<file path="src/pch_pkg.sv">
// Package with constants and types for the printer code handshake host
package pch_pkg;
  localparam int CodeWidth = 5;
  localparam int FifoDepth = 16;
  localparam int FifoAddrW = 4;
  // Code magnets settle before the solenoid is energized
  localparam int SetupTimeNs = 1000;
  localparam int ClockPeriodNs = 10;
  localparam int SetupCycles = (SetupTimeNs + ClockPeriodNs - 1) / ClockPeriodNs;
  localparam int SetupCntW = 8;
  localparam logic [CodeWidth-1:0] CodeReset = 5'h00;
  localparam logic [CodeWidth-1:0] CodeSeven = 5'h07;
  localparam logic [CodeWidth-1:0] CodeSpace = 5'h04;
  localparam logic [SetupCntW-1:0] SetupLast = SetupCntW'(SetupCycles - 1);

  typedef enum logic [4:0] {
    PCH_IDLE = 5'b0_0001,
    PCH_SETUP = 5'b0_0010,
    PCH_PRINT = 5'b0_0100,
    PCH_RELEASE = 5'b0_1000,
    PCH_VERIFY = 5'b1_0000
  } pch_state_t;
endpackage

</file>
<file path="src/pch_stream_if.sv">
// Interface carrying a valid and ready word stream between modules
`timescale 1ns/1ps
interface pch_stream_if;
  import pch_pkg::*;
  logic valid;
  logic ready;
  logic [CodeWidth-1:0] data;
  modport source (output valid, output data, input ready);
  modport sink (input valid, input data, output ready);
endinterface

</file>
<file path="src/pch_fifo.sv">
// Flip-flop FIFO with valid and ready on both sides
`timescale 1ns/1ps
module pch_fifo #(
  parameter int Width = 5,
  parameter int Depth = 16,
  parameter int AddrW = 4
) (
  input wire logic clock,
  input wire logic resetn,
  pch_stream_if.sink inPort,
  pch_stream_if.source outPort
);
  logic [Width-1:0] mem_r [Depth];
  logic [AddrW-1:0] wrPtr_r;
  logic [AddrW-1:0] rdPtr_r;
  logic [AddrW:0] count_r;
  logic doWrite;
  logic doRead;

  assign inPort.ready = (count_r != (AddrW+1)'(Depth));
  assign outPort.valid = (count_r != '0);
  assign outPort.data = mem_r[rdPtr_r];
  assign doWrite = inPort.valid && inPort.ready;
  assign doRead = outPort.valid && outPort.ready;

  genvar gi;
  generate
    for (gi = 0; gi < Depth; gi++) begin : gEntry
      always_ff @(posedge clock or negedge resetn) begin
        if (!resetn) begin
          mem_r[gi] <= '0;
        end else if (doWrite && wrPtr_r == AddrW'(gi)) begin
          mem_r[gi] <= inPort.data;
        end
      end
    end
  endgenerate

  always_ff @(posedge clock or negedge resetn) begin
    if (!resetn) begin
      wrPtr_r <= '0;
      rdPtr_r <= '0;
      count_r <= '0;
    end else begin
      if (doWrite) begin
        wrPtr_r <= wrPtr_r + 1'b1;
      end
      if (doRead) begin
        rdPtr_r <= rdPtr_r + 1'b1;
      end
      if (doWrite && !doRead) begin
        count_r <= count_r + 1'b1;
      end else if (doRead && !doWrite) begin
        count_r <= count_r - 1'b1;
      end
    end
  end

  a_fifo_count: assert property (@(posedge clock) disable iff (!resetn)
    count_r <= (AddrW+1)'(Depth)) else $error("FIFO count above depth");
endmodule

</file>
<file path="src/pch_host.sv">
// Computer-side controller that prints characters and checks the echo
`timescale 1ns/1ps
// Notes on behaviour
// - Host pulses activate; device performs one half-revolution cycle.
// - Code is settled on the magnets before the activate pulse rises.
// - On termination request the host drops the activate signal.
// - Only after the completion reset may the host send the next code.
module pch_host
  import pch_pkg::*;
(
  input wire logic clock,
  input wire logic resetn,
  input wire logic charValid,
  output logic charReady,
  input wire logic [CodeWidth-1:0] charCode,
  input wire logic powerOn,
  output logic [CodeWidth-1:0] codeMagnets,
  output logic activatePrintPulse,
  input wire logic terminationRequest,
  input wire logic completionReset,
  input wire logic [CodeWidth-1:0] oneBitLine,
  input wire logic [CodeWidth-1:0] zeroBitGate,
  output logic echoValid,
  output logic echoError,
  output logic [CodeWidth-1:0] echoCode,
  output logic keyedValid,
  output logic [CodeWidth-1:0] keyedCode,
  output logic busy
);
  pch_stream_if inStream ();
  pch_stream_if outStream ();
  pch_state_t state_r;
  pch_state_t state_nxt;
  logic [SetupCntW-1:0] setupCnt_r;
  logic [CodeWidth-1:0] echoSeen_r;
  logic [CodeWidth-1:0] zeroSeen_r;
  logic echoComplete;
  logic take;

  assign inStream.valid = charValid;
  assign inStream.data = charCode;
  // Take only in idle with power on, so a code never lands mid-print
  assign take = (state_r == PCH_IDLE) && outStream.valid && powerOn;
  assign outStream.ready = take;

  pch_fifo #(.Width(CodeWidth), .Depth(FifoDepth), .AddrW(FifoAddrW)) uFifo (
    .clock(clock),
    .resetn(resetn),
    .inPort(inStream),
    .outPort(outStream)
  );

  // Echo is complete when every channel has reported either a one or a zero
  assign echoComplete = &(echoSeen_r | zeroSeen_r);

  always_comb begin
    state_nxt = state_r;
    case (state_r)
      PCH_IDLE: begin
        if (take) begin
          state_nxt = PCH_SETUP;
        end
      end
      PCH_SETUP: begin
        if (setupCnt_r == SetupLast) begin
          state_nxt = PCH_PRINT;
        end
      end
      PCH_PRINT: begin
        if (terminationRequest) begin
          state_nxt = PCH_RELEASE;
        end
      end
      PCH_RELEASE: begin
        if (completionReset) begin
          state_nxt = PCH_VERIFY;
        end
      end
      PCH_VERIFY: begin
        state_nxt = PCH_IDLE;
      end
      default: begin
        state_nxt = PCH_IDLE;
      end
    endcase
  end

  always_ff @(posedge clock or negedge resetn) begin
    if (!resetn) begin
      state_r <= PCH_IDLE;
    end else begin
      state_r <= state_nxt;
    end
  end

  always_ff @(posedge clock or negedge resetn) begin
    if (!resetn) begin
      setupCnt_r <= '0;
    end else if (state_r == PCH_SETUP) begin
      setupCnt_r <= setupCnt_r + 1'b1;
    end else begin
      setupCnt_r <= '0;
    end
  end

  // Code stays on the magnets from setup through verify
  always_ff @(posedge clock or negedge resetn) begin
    if (!resetn) begin
      codeMagnets <= CodeReset;
    end else if (take) begin
      codeMagnets <= outStream.data;
    end else if (state_r == PCH_VERIFY) begin
      codeMagnets <= CodeReset;
    end
  end

  always_ff @(posedge clock or negedge resetn) begin
    if (!resetn) begin
      activatePrintPulse <= 1'b0;
    end else begin
      activatePrintPulse <= (state_nxt == PCH_PRINT);
    end
  end

  // Echo pulses are gathered per channel while the print is in progress
  always_ff @(posedge clock or negedge resetn) begin
    if (!resetn) begin
      echoSeen_r <= '0;
      zeroSeen_r <= '0;
    end else if (state_r == PCH_IDLE) begin
      echoSeen_r <= '0;
      zeroSeen_r <= '0;
    end else if (state_r == PCH_PRINT || state_r == PCH_RELEASE) begin
      echoSeen_r <= echoSeen_r | oneBitLine;
      zeroSeen_r <= zeroSeen_r | zeroBitGate;
    end
  end

  always_ff @(posedge clock or negedge resetn) begin
    if (!resetn) begin
      echoValid <= 1'b0;
      echoError <= 1'b0;
      echoCode <= CodeReset;
    end else begin
      echoValid <= (state_r == PCH_VERIFY);
      if (state_r == PCH_VERIFY) begin
        // Error covers missing channels, wrong ones and conflicting reports
        echoCode <= echoSeen_r;
        echoError <= !echoComplete || (echoSeen_r != codeMagnets) ||
          ((echoSeen_r & zeroSeen_r) != '0);
      end
    end
  end

  // Keyed characters arrive while the host is not printing
  always_ff @(posedge clock or negedge resetn) begin
    if (!resetn) begin
      keyedValid <= 1'b0;
      keyedCode <= CodeReset;
    end else begin
      keyedValid <= (state_r == PCH_IDLE) && completionReset && (oneBitLine != '0);
      if ((state_r == PCH_IDLE) && (oneBitLine != '0)) begin
        keyedCode <= oneBitLine;
      end
    end
  end

  // Ready is a registered copy, so it lags the FIFO by one cycle
  always_ff @(posedge clock or negedge resetn) begin
    if (!resetn) begin
      charReady <= 1'b0;
      busy <= 1'b0;
    end else begin
      charReady <= inStream.ready;
      busy <= (state_nxt != PCH_IDLE);
    end
  end

  // Checks on the handshake toward the printer
  a_setup_count: assert property (@(posedge clock) disable iff (!resetn)
    $rose(activatePrintPulse) |-> $past(setupCnt_r) == SetupLast)
    else $error("Activate rose before the full setup time");
  a_act_after_setup: assert property (@(posedge clock) disable iff (!resetn)
    $rose(activatePrintPulse) |-> $past(state_r) == PCH_SETUP)
    else $error("Activate rose without code setup");
  a_code_held: assert property (@(posedge clock) disable iff (!resetn)
    (activatePrintPulse && $past(activatePrintPulse)) |-> $stable(codeMagnets))
    else $error("Code changed during activate");
  a_drop_on_term: assert property (@(posedge clock) disable iff (!resetn)
    (state_r == PCH_PRINT && terminationRequest) |=> !activatePrintPulse)
    else $error("Activate not removed after termination");
  a_wait_complete: assert property (@(posedge clock) disable iff (!resetn)
    (state_r == PCH_RELEASE && !completionReset) |=> state_r == PCH_RELEASE)
    else $error("Left release before completion reset");
  a_power_gate: assert property (@(posedge clock) disable iff (!resetn)
    $rose(busy) |-> $past(powerOn))
    else $error("Print started with power off");
  a_one_code: assert property (@(posedge clock) disable iff (!resetn)
    take |=> codeMagnets == $past(outStream.data))
    else $error("Magnets not loaded with taken code");
  a_act_state: assert property (@(posedge clock) disable iff (!resetn)
    $fell(activatePrintPulse) |-> $past(terminationRequest))
    else $error("Activate dropped without termination request");
  a_verify_pulse: assert property (@(posedge clock) disable iff (!resetn)
    echoValid |=> !echoValid)
    else $error("Echo valid longer than one cycle");
endmodule

</file>
<file path="config.mk">
export PLATFORM = sky130hd
export DESIGN_NAME = pch_host
export DESIGN_NICKNAME = d
export VERILOG_FILES = /design/src/pch_pkg.sv /design/src/pch_stream_if.sv /design/src/pch_fifo.sv /design/src/pch_host.sv
export SDC_FILE = /design/constraint.sdc
export NUM_CORES = 1
export LEC_CHECK = 0
export BUFFER_PORTS_ARGS = -buffer_cell sky130_fd_sc_hd__buf_4
export CAP_MARGIN = 10
export CORE_UTILIZATION = 55
export CTS_CLUSTER_SIZE = 30
export DETAILED_ROUTE_END_ITERATION = 12
export GPL_ROUTABILITY_DRIVEN = 0
export GPL_TIMING_DRIVEN = 0
export PLACE_DENSITY_LB_ADDON = 0.12
export SETUP_SLACK_MARGIN = 0.02
export SYNTH_ARGS = -nofsm -noshare
export SYNTH_HDL_FRONTEND = slang
export SYNTH_SLANG_ARGS = --single-unit
</file>
<file path="constraint.sdc">
create_clock -name clock -period 7 [get_ports clock]
set_clock_uncertainty 0.1 [all_clocks]
set_input_delay 1.4 -clock clock [delete_from_list [all_inputs] [get_ports clock]]
set_output_delay 1.4 -clock clock [all_outputs]
set_load 0.01 [all_outputs]
</file>
Word-level counts from Yosys, hierarchy flattened. Cells that the tools add are included.

Add/subtract/negate cells: 5. Multiply operators: 0. Div/mod/pow operators: 0. Order comparisons: 1. Equality and inequality tests: 25. Shift-type cells: 0. Mux-type cells: 17. Bitwise operators: 5. Reduce and logical (&&, ||, !) cells: 39.

Operators with widths (number): two-way mux 5 bit (14); equality test 4 bit, second input constant (8); logical AND 1 bit (25); binary-select mux 5 bit (select 4 bit) (1); one-hot mux 5 bit (4 select lines) (1); equality test 4 x 3 -> 1 bit, second input constant (4); bitwise OR 5 bit (3); nonzero test 5 bit (3); equality test 5 x 3 -> 1 bit, second input constant (2); adder 4 x 1 -> 4 bit, second input constant (2); adder 8 x 1 -> 8 bit, second input constant (1); equality test 4 x 2 -> 1 bit, second input constant (2); equality test 8 x 7 -> 1 bit, second input constant (1); two-way mux 8 bit (1); nonzero test 2 bit (3); adder 5 x 1 -> 5 bit, second input constant (1); AND 5 bit (1); equality test 5 x 1 -> 1 bit, second input constant (1); equality test 5 x 2 -> 1 bit, second input constant (1); equality test 5 x 4 -> 1 bit, second input constant (1); equality test 5 bit, second input constant (1); >= comparator 5 bit, second input constant (1); != test 5 x 1 -> 1 bit, second input constant (1); != test 5 bit (1); 8 further kinds (12).

Register bits: 137. Bits in latches: 0. RAM bits: 0. Bits in read-only memories: 0. Input bits: 21. Logic and storage cells: 124. Memories kept: 0.

Depth between registers and ports, before layout. Gate-level depths: netlist of the first run.

Depth after elaboration: 7. Depth in mapped cells: 13. Gate-level depth less buffers: 11.

Cells and area by module. A second synthesis of the first run with hierarchy kept.

Cells, all modules: 488. Area total of the unflattened synthesis: 6512.5 sq um.

By module, submodules not included: pch_fifo (times used 1, cells an instance 320, area each 4581.9 sq um, seq. area each 2327.2 sq um); pch_host (times used 1, cells an instance 168, area each 1930.6 sq um, seq. area each 1102.3 sq um).

Worst setup path before layout of the first run. Ideal clock, no wire load.

Path type: input-to-reg. From: in powerOn. To: reg uFifo.count_r[4]. Arrival: 3.127 ns. Required time: 6.820 ns. Path slack: 3.693 ns. Stages: 10. Buffers on the path: 1. Cell sequence: and3_1 inv_2 buf_4 ha_1 inv_1 ha_1 a21o_1 a21oi_1 mux2i_1 xnor2_1.

Word-level cells in the longest chain between the ends: 5. Elaborated cells between the ends (all ways): 7.

RTL lines: start, declared (RTL line pch_host.sv:16) `input wire logic powerOn,`; logical AND 1 bit * (RTL line pch_host.sv:43) `assign take = (state_r == PCH_IDLE) && outStream.valid && powerOn;`; logical AND 1 bit * (RTL line pch_fifo.sv:24) `assign doRead = outPort.valid && outPort.ready;`; zero test 1 bit (RTL line pch_fifo.sv:51) `if (doWrite && !doRead) begin`; logical AND 1 bit (RTL line pch_fifo.sv:51); two-way mux 5 bit / nonzero test 2 bit (equally long branches); end signal, assigned (RTL line pch_fifo.sv:52) `count_r <= count_r + 1'b1;`; end signal, assigned (RTL line pch_fifo.sv:54) `count_r <= count_r - 1'b1;`; end, declared (RTL line pch_fifo.sv:16) `logic [AddrW:0] count_r;`.

Every way passes the cells marked *; elsewhere a longest branch is shown, timed or not. A chain may end at the register's enable or synchronous reset.

Worst setup path in the final report of the first run. Ends and elaborated chain as after synthesis.

==> reports/metrics.csv, run 1 <==
metric;value;unit
I/O pin total;42;
share of total power consumed by net switching;31.6;%
count of endpoints failing setup in the final report;0;
CP endpoint kind;flop;
Lkg Pwr;3.48;nW
Core Region;11100;sq um
Critical Path Start Type;primary input;
cell area after synthesis;6360;sq um
share of synthesized area spent on multiplexers;24.8;%
main flop type after synthesis;sky130_fd_sc_hd__dfrtp_1;
proportion of layout cells with a drive suffix above 1;36.8;%
iteration count of the initial detailed-routing pass;4;
total of buffers placed on input and output ports;41;
hold buffer count at CTS;0;
data required time of the critical path;7.24;ns
final sum of negative setup slack;0;ns
vias in the first global route;3991;
portion of total power attributed to combinational logic;35.9;%
horizontal die dimension;110;um
most common cell after layout, fill and taps aside;sky130_fd_sc_hd__dfrtp_1;
post-synthesis xor/xnor area fraction;2.20;%
highest fanout seen on the critical path;10;
maximum number of pins on one net before global-route repair;74;
number of buffers created by CTS;17;
worst slew margin relative to its limit;50.1;%
average cell area after synthesis;13.5;sq um
switching power of the nets;0.00107;W
Post-CTS Setup Bufs;0;
post-synthesis cell type count;49;
max-cap violation count;0;
area fraction in and, or, nand and nor cells after synthesis;9.63;%
clock tree from TritonCTS;built;
clock tree root driver cell;sky130_fd_sc_hd__clkbuf_16;
total congestion overflow;0;
Syn. warnings;0;
Diodes inserted;0;
post-synthesis compound-gate area fraction;4.31;%
share of flip-flops with an asynchronous set or reset;100;%
Syn-to-layout area delta;17.0;%
number of enable-type register cells in the synthesized netlist;0;
largest family of logic cells by synthesized area;multiplexers;
Pwr per Cell Area;453;nW/um^2
Max VDD drop;0.000281;V
count of unresolved DRC violations after routing;0;
Clk pwr share;25.6;%
vias post-DR;3926;
initial DRC count;250;
path type of the worst min-delay path;reg2reg;
drt total wl;13000;um
Area after DPL;6880;sq um
Syn Nets;502;
Adder-Cell Fraction of Synth Area;2.28;%
Reg clk slew, reported paths;0.05;ns
total power draw;0.00337;W
unrepaired setup endpoints after global routing;no;
area of all placed cells without fillers;7440;sq um
outcome;completed;
via density per instance;5.74;
H-tree depth reported by CTS;4;
overall routing resource usage;24.6;%
cell count after placement;652;
number of gates resized after CTS;0;
buffer levels on the longest clock path;2;
antenna violations before repair;0;
area enclosed by the die boundary;12000;sq um
final net count;563;
Int Power;0.00230;W
FMAX;304;MHz
final worst path period need;3.29;ns
power share of the sequential group;38.5;%
chip height;110;um
Final period util;47.0;%
number of hold-slack violations in the final timing report;0;
post-route insts no fill;684;
arrival time at the worst endpoint;3.53;ns
kind of critical path;in2reg;
Max Slew Vio Count;0;
fraction of the yosys area taken by sequential cells;53.9;%
synthesized netlist cell count;470;
wire length of the first global-routing pass;21100;um
FP Rows;38;
clock latency at the later pin of the worst-skew pair;0.43;ns
placed wire-length estimate after detailed placement;8750;um
TritonCTS Sinks;137;
average routed wire per standard cell;19.0;um
count of state elements after synthesis;137;
top library cells by usage in the layout, fill and taps aside;sky130_fd_sc_hd__dfrtp_1, sky130_fd_sc_hd__mux2_2, sky130_fd_sc_hd__buf_4, sky130_fd_sc_hd__nand2_1, sky130_fd_sc_hd__mux2_4;
Initial Utilization;57.5;%
actual transition at the worst max-transition pin;0.748;ns
ANT nets after route;0;
## through the flow
step	setup slack, ns	util, %	hold WS (ns)
global placement	3.36	61.8	0.360
floorplan	3.69	-	0.355
CTS	3.70	67.2	0.384
detailed placement	3.30	62.1	0.366
finish	3.71	67.2	0.380
global route	3.55	67.2	0.404
## synthesized netlist by cell type (3+ instances only)
| library cell | n | share of area (%) |
|---|---|---|
| sky130_fd_sc_hd__o21ai_0 | 5 | 0.39 |
| sky130_fd_sc_hd__o21ai_1 | 6 | 0.47 |
| sky130_fd_sc_hd__nor3b_1 | 4 | 0.47 |
| sky130_fd_sc_hd__inv_1 | 14 | 0.83 |
| sky130_fd_sc_hd__nand2b_1 | 5 | 0.49 |
| sky130_fd_sc_hd__buf_6 | 4 | 0.71 |
| sky130_fd_sc_hd__o221ai_1 | 5 | 0.69 |
| sky130_fd_sc_hd__nand2_1 | 31 | 1.8 |
| sky130_fd_sc_hd__nor2_1 | 25 | 1.5 |
| sky130_fd_sc_hd__nand2_4 | 4 | 0.71 |
| sky130_fd_sc_hd__nor4_1 | 3 | 0.29 |
| sky130_fd_sc_hd__clkbuf_1 | 14 | 0.83 |
| sky130_fd_sc_hd__nand3_1 | 16 | 1.3 |
| sky130_fd_sc_hd__mux2_4 | 30 | 7.1 |
| sky130_fd_sc_hd__dfrtp_1 | 136 | 53 |
| sky130_fd_sc_hd__ha_1 | 10 | 2.0 |
| sky130_fd_sc_hd__a21oi_1 | 17 | 1.3 |
| sky130_fd_sc_hd__mux4_2 | 20 | 7.1 |
| sky130_fd_sc_hd__mux2_2 | 55 | 9.7 |
| sky130_fd_sc_hd__xor2_1 | 6 | 0.83 |
| sky130_fd_sc_hd__xnor2_1 | 10 | 1.4 |
| sky130_fd_sc_hd__mux2i_1 | 6 | 0.94 |
| sky130_fd_sc_hd__and3_1 | 5 | 0.49 |
| sky130_fd_sc_hd__nand2_2 | 4 | 0.39 |
## worst max-delay path: stages
cell and delay [ns]:
sky130_fd_sc_hd__buf_4 0.11, sky130_fd_sc_hd__and3_1 0.21, sky130_fd_sc_hd__inv_2 0.12, sky130_fd_sc_hd__buf_4 0.19, sky130_fd_sc_hd__ha_1 0.25, sky130_fd_sc_hd__inv_1 0.12, sky130_fd_sc_hd__ha_1 0.35, sky130_fd_sc_hd__a21o_1 0.19
sky130_fd_sc_hd__a21oi_1 0.21, sky130_fd_sc_hd__mux2i_1 0.24, sky130_fd_sc_hd__xnor2_1 0.14
## cells by family (layout without fill, tap and decap cells)
logic type | Yosys count | in the layout
compound gates | 42 | 42
xor+xnor | 16 | 16
fa+ha+maj | 11 | 11
buf+inv | 38 | 112
flops | 137 | 137
mux | 111 | 111
simple gates | 115 | 115
## cell type report
| cell class | instances | area, sq um |
|---|---|---|
| Tap cell | 140 | 175 |
| Fill cell | 836 | 3630 |
| Clock inverter | 9 | 97.6 |
| Multi-Input combinational cell | 295 | 2750 |
| Timing Repair Buffer | 42 | 339 |
| Buffer | 23 | 126 |
| Clock buffer | 23 | 468 |
| Sequential cell | 137 | 3430 |
| Inverter | 15 | 56.3 |
## flip-flops by register name, summed over array words and instances, names as in the netlist, 4 cells and up
signal,cells
zeroSeen_r,5
state_r,5
codeMagnets,5
echoSeen_r,5
uFifo.wrPtr_r,4
uFifo.mem_r,80
uFifo.rdPtr_r,4
setupCnt_r,8
uFifo.count_r,5
keyedCode,5
echoCode,5
## routing by layer
layer,GRT usage [%],wire [um],vias to the layer above
li1,-,-,1792
met1,34.5,5970,2030
met2,37.3,6240,91
met3,6.76,662,13
met4,7.71,134,0
met5,0,0,-
## path summary, 6_finish.rpt
kind	start	end	slack, ns	cells past startpoint
setup / recovery	powerOn	uFifo.count_r[4]	3.71	11
hold / removal	keyedCode[3]	keyedCode[3]	0.38	2
setup reg to reg	uFifo.count_r[1]	uFifo.count_r[4]	3.71	12
hold reg to reg	keyedCode[3]	keyedCode[3]	0.38	2
max in group asynchronous	resetn	uFifo.mem_r[33]	5.18	2
min in group asynchronous	resetn	keyedCode[3]	0.86	1
## power by group through the flow
stage / Clock (W) / Combinational (W) / Sequential [W]
3_5_place_dp: 0 / 0.00121 / 0.00130
3_3_place_gp: 0 / 0.00117 / 0.00128
4_1_cts: 0.000874 / 0.00122 / 0.00129
5_1_grt: 0.000908 / 0.00132 / 0.00133
6_report: 0.000862 / 0.00121 / 0.00130
2_1_floorplan: 0 / 0.000908 / 0.00126
No activity file was read; power rests on OpenSTA's default activity.
==> run 2, diff against run 1 <==
clock period = 2.75 ns   (was 7 ns; I/O delays follow)
==> run 2 against run 1 <==
Against the previous run: worst setup slack got worse by 3.6 ns; sequential power increased to 2.5 times the previous value; sequential share of layout area decreased by 1.0 points; highest routed layer unchanged; power increased to 2.7 times the previous value; clock power increased to 2.9 times the previous value; worst hold slack got worse by 0.36 ns; combinational power increased to 2.6 times the previous value; die area unchanged; via count decreased by 1.8%.
==> reports/metrics.csv, run 2 (synthesis results as in run 1) <==
metric;value;unit
Int Power;0.00623;W
FP Rows;38;
cell with the most instances on the worst path;sky130_fd_sc_hd__ha_4;
ANT nets after route;0;
Worst path slowest cell;sky130_fd_sc_hd__dfrtp_2;
kind of critical path;reg2reg;
Lkg Pwr;3.53;nW
vias post-DR;3856;
capturing point of the worst reg2reg path;uFifo.count_r[4];
biggest registers after layout;uFifo.mem_r x80, setupCnt_r x8;
clock latency at the later pin of the worst-skew pair;0.42;ns
drt total wl;12700;um
most common cell after layout, fill and taps aside;sky130_fd_sc_hd__dfrtp_1;
placed wire-length estimate after detailed placement;8640;um
termination of the worst setup path;uFifo.count_r[4];
arrival time at the worst endpoint;2.79;ns
r2r worst-path depth;11;
Worst setup startpoint;uFifo.count_r[2];
clock tree from TritonCTS;built;
top library cells by usage in the layout, fill and taps aside;sky130_fd_sc_hd__dfrtp_1, sky130_fd_sc_hd__mux2_2, sky130_fd_sc_hd__buf_4, sky130_fd_sc_hd__nand2_1, sky130_fd_sc_hd__mux2_4;
total of buffers placed on input and output ports;41;
horizontal die dimension;110;um
portion of total power attributed to combinational logic;35.4;%
setup slack at placement;-0.342;ns
iteration count of the initial detailed-routing pass;6;
Final period util;94.3;%
worst slew margin relative to its limit;53.6;%
clock tree root driver cell;sky130_fd_sc_hd__clkbuf_16;
hold buffer count at CTS;0;
H-tree depth reported by CTS;4;
largest register by flop count;uFifo.mem_r;
I/O pin total;42;
count of endpoints failing setup in the final report;0;
vias in the first global route;3973;
FMAX;386;MHz
cell breakdown of the critical path;nor4_4 -> nand2b_1 -> and3_4 -> inv_8 -> ha_4 -> inv_6 -> ha_4 -> a21o_1 -> a21oi_2 -> mux2i_1 -> xnor2_1;
WHS;0.0188;ns
chip height;110;um
Pwr per Cell Area;1180;nW/um^2
CP endpoint kind;flop;
actual transition at the worst max-transition pin;0.696;ns
average routed wire per standard cell;18.5;um
Diodes inserted;0;
area enclosed by the die boundary;12000;sq um
Max Slew Vio Count;0;
max incr delay on CP;0.44;ns
post-layout worst setup margin;0.157;ns
outcome;completed;
share of total power consumed by net switching;30.6;%
Core Region;11100;sq um
path type of the worst min-delay path;in2async;
maximum number of pins on one net before global-route repair;70;
TritonCTS Sinks;137;
data required time of the critical path;2.95;ns
count of unresolved DRC violations after routing;0;
overall routing resource usage;24.4;%
switching power of the nets;0.00274;W
number of hold-slack violations in the final timing report;0;
Clk pwr share;27.7;%
final net count;565;
buffer levels on the longest clock path;2;
antenna violations before repair;0;
Max VDD drop;0.000719;V
Syn-to-layout area delta;19.6;%
wire length of the first global-routing pass;21100;um
initial DRC count;218;
power share of the sequential group;36.9;%
reg-to-reg slack, setup;0.16;ns
max-cap violation count;0;
max reg flops;80;
Critical Path Start Type;flop;
final worst path period need;2.59;ns
unrepaired setup endpoints after global routing;no;
via density per instance;5.62;
highest fanout seen on the critical path;15;
proportion of layout cells with a drive suffix above 1;39.2;%
Initial Utilization;57.5;%
Reg clk slew, reported paths;0.06;ns
startpoint of the worst register-to-register path;uFifo.count_r[2];
number of buffers created by CTS;17;
total power draw;0.00897;W
total congestion overflow;0;
-- run 2: worst min path at each step --
stage	start	end	slack, ns	cells past startpoint
2_1_floorplan	resetn	activatePrintPulse	0.15	0
3_3_place_gp	keyedCode[2]	keyedCode[2]	0.36	2
3_5_place_dp	keyedCode[1]	keyedCode[1]	0.37	2
4_1_cts	resetn	echoSeen_r[3]	0.05	1
5_1_grt	resetn	echoSeen_r[3]	0.07	1
6_report	resetn	echoSeen_r[3]	0.02	1
-- run 2: final cells by class --
class / count / area, sq um
fill: 750 / 3460
sequential: 137 / 3430
inverter: 15 / 68.8
multi-input combinational: 295 / 2800
buffer: 22 / 125
timing repair buffer: 45 / 362
tap: 140 / 175
clock buffer: 20 / 457
clock inverter: 12 / 196
-- run 2: timing repair --
item	4_1_cts	5_1_grt
endpoints found under the hold margin	0	0
setup buffers	2	1
resized for setup	6	8
pin swaps	2	6
setup endpoints to repair	3	2
-- run 2: worst max-delay path, delay by kind of cell (launching register included) --
kind / cells / cell delay, ns
flops: 1 / 0.44
xor+xnor: 1 / 0.09
compound gates: 2 / 0.34
fa+ha+maj: 2 / 0.44
mux: 1 / 0.24
simple gates: 3 / 0.67
buf+inv: 2 / 0.16
-- run 2: power by group through the flow --
| stage | combinational, W | sequential (W) | clock, W |
|---|---|---|---|
| 3_5_place_dp | 0.00310 | 0.00332 | 0 |
| 3_3_place_gp | 0.00301 | 0.00326 | 0 |
| 6_report | 0.00318 | 0.00330 | 0.00248 |
| 5_1_grt | 0.00348 | 0.00340 | 0.00261 |
| 2_1_floorplan | 0.00233 | 0.00321 | 0 |
| 4_1_cts | 0.00316 | 0.00330 | 0.00252 |
-- run 2: through the flow --
| step | util (%) | setup TNS [ns] | instance area (sq um) | std cells |
|---|---|---|---|---|
| 6_report | 68.7 | 0 | 7610 | 686 |
| 5_1_grt | 68.7 | 0 | 7610 | 686 |
| 2_1_floorplan | - | 0 | 6390 | 470 |
| 4_1_cts | 68.4 | 0 | 7580 | 685 |
| 3_5_place_dp | 62.3 | -0.670 | 6900 | 652 |
| 3_3_place_gp | 62.0 | -0.552 | 6870 | 651 |
-- run 2: per-layer routing --
metal / GRT usage, % / wire length (um) / vias up
li1: - / - / 1802
met1: 34.7 / 6150 / 2000
met2: 37.1 / 6080 / 45
met3: 6.76 / 359 / 9
met4: 6.38 / 99 / 0
met5: 0 / 0 / -
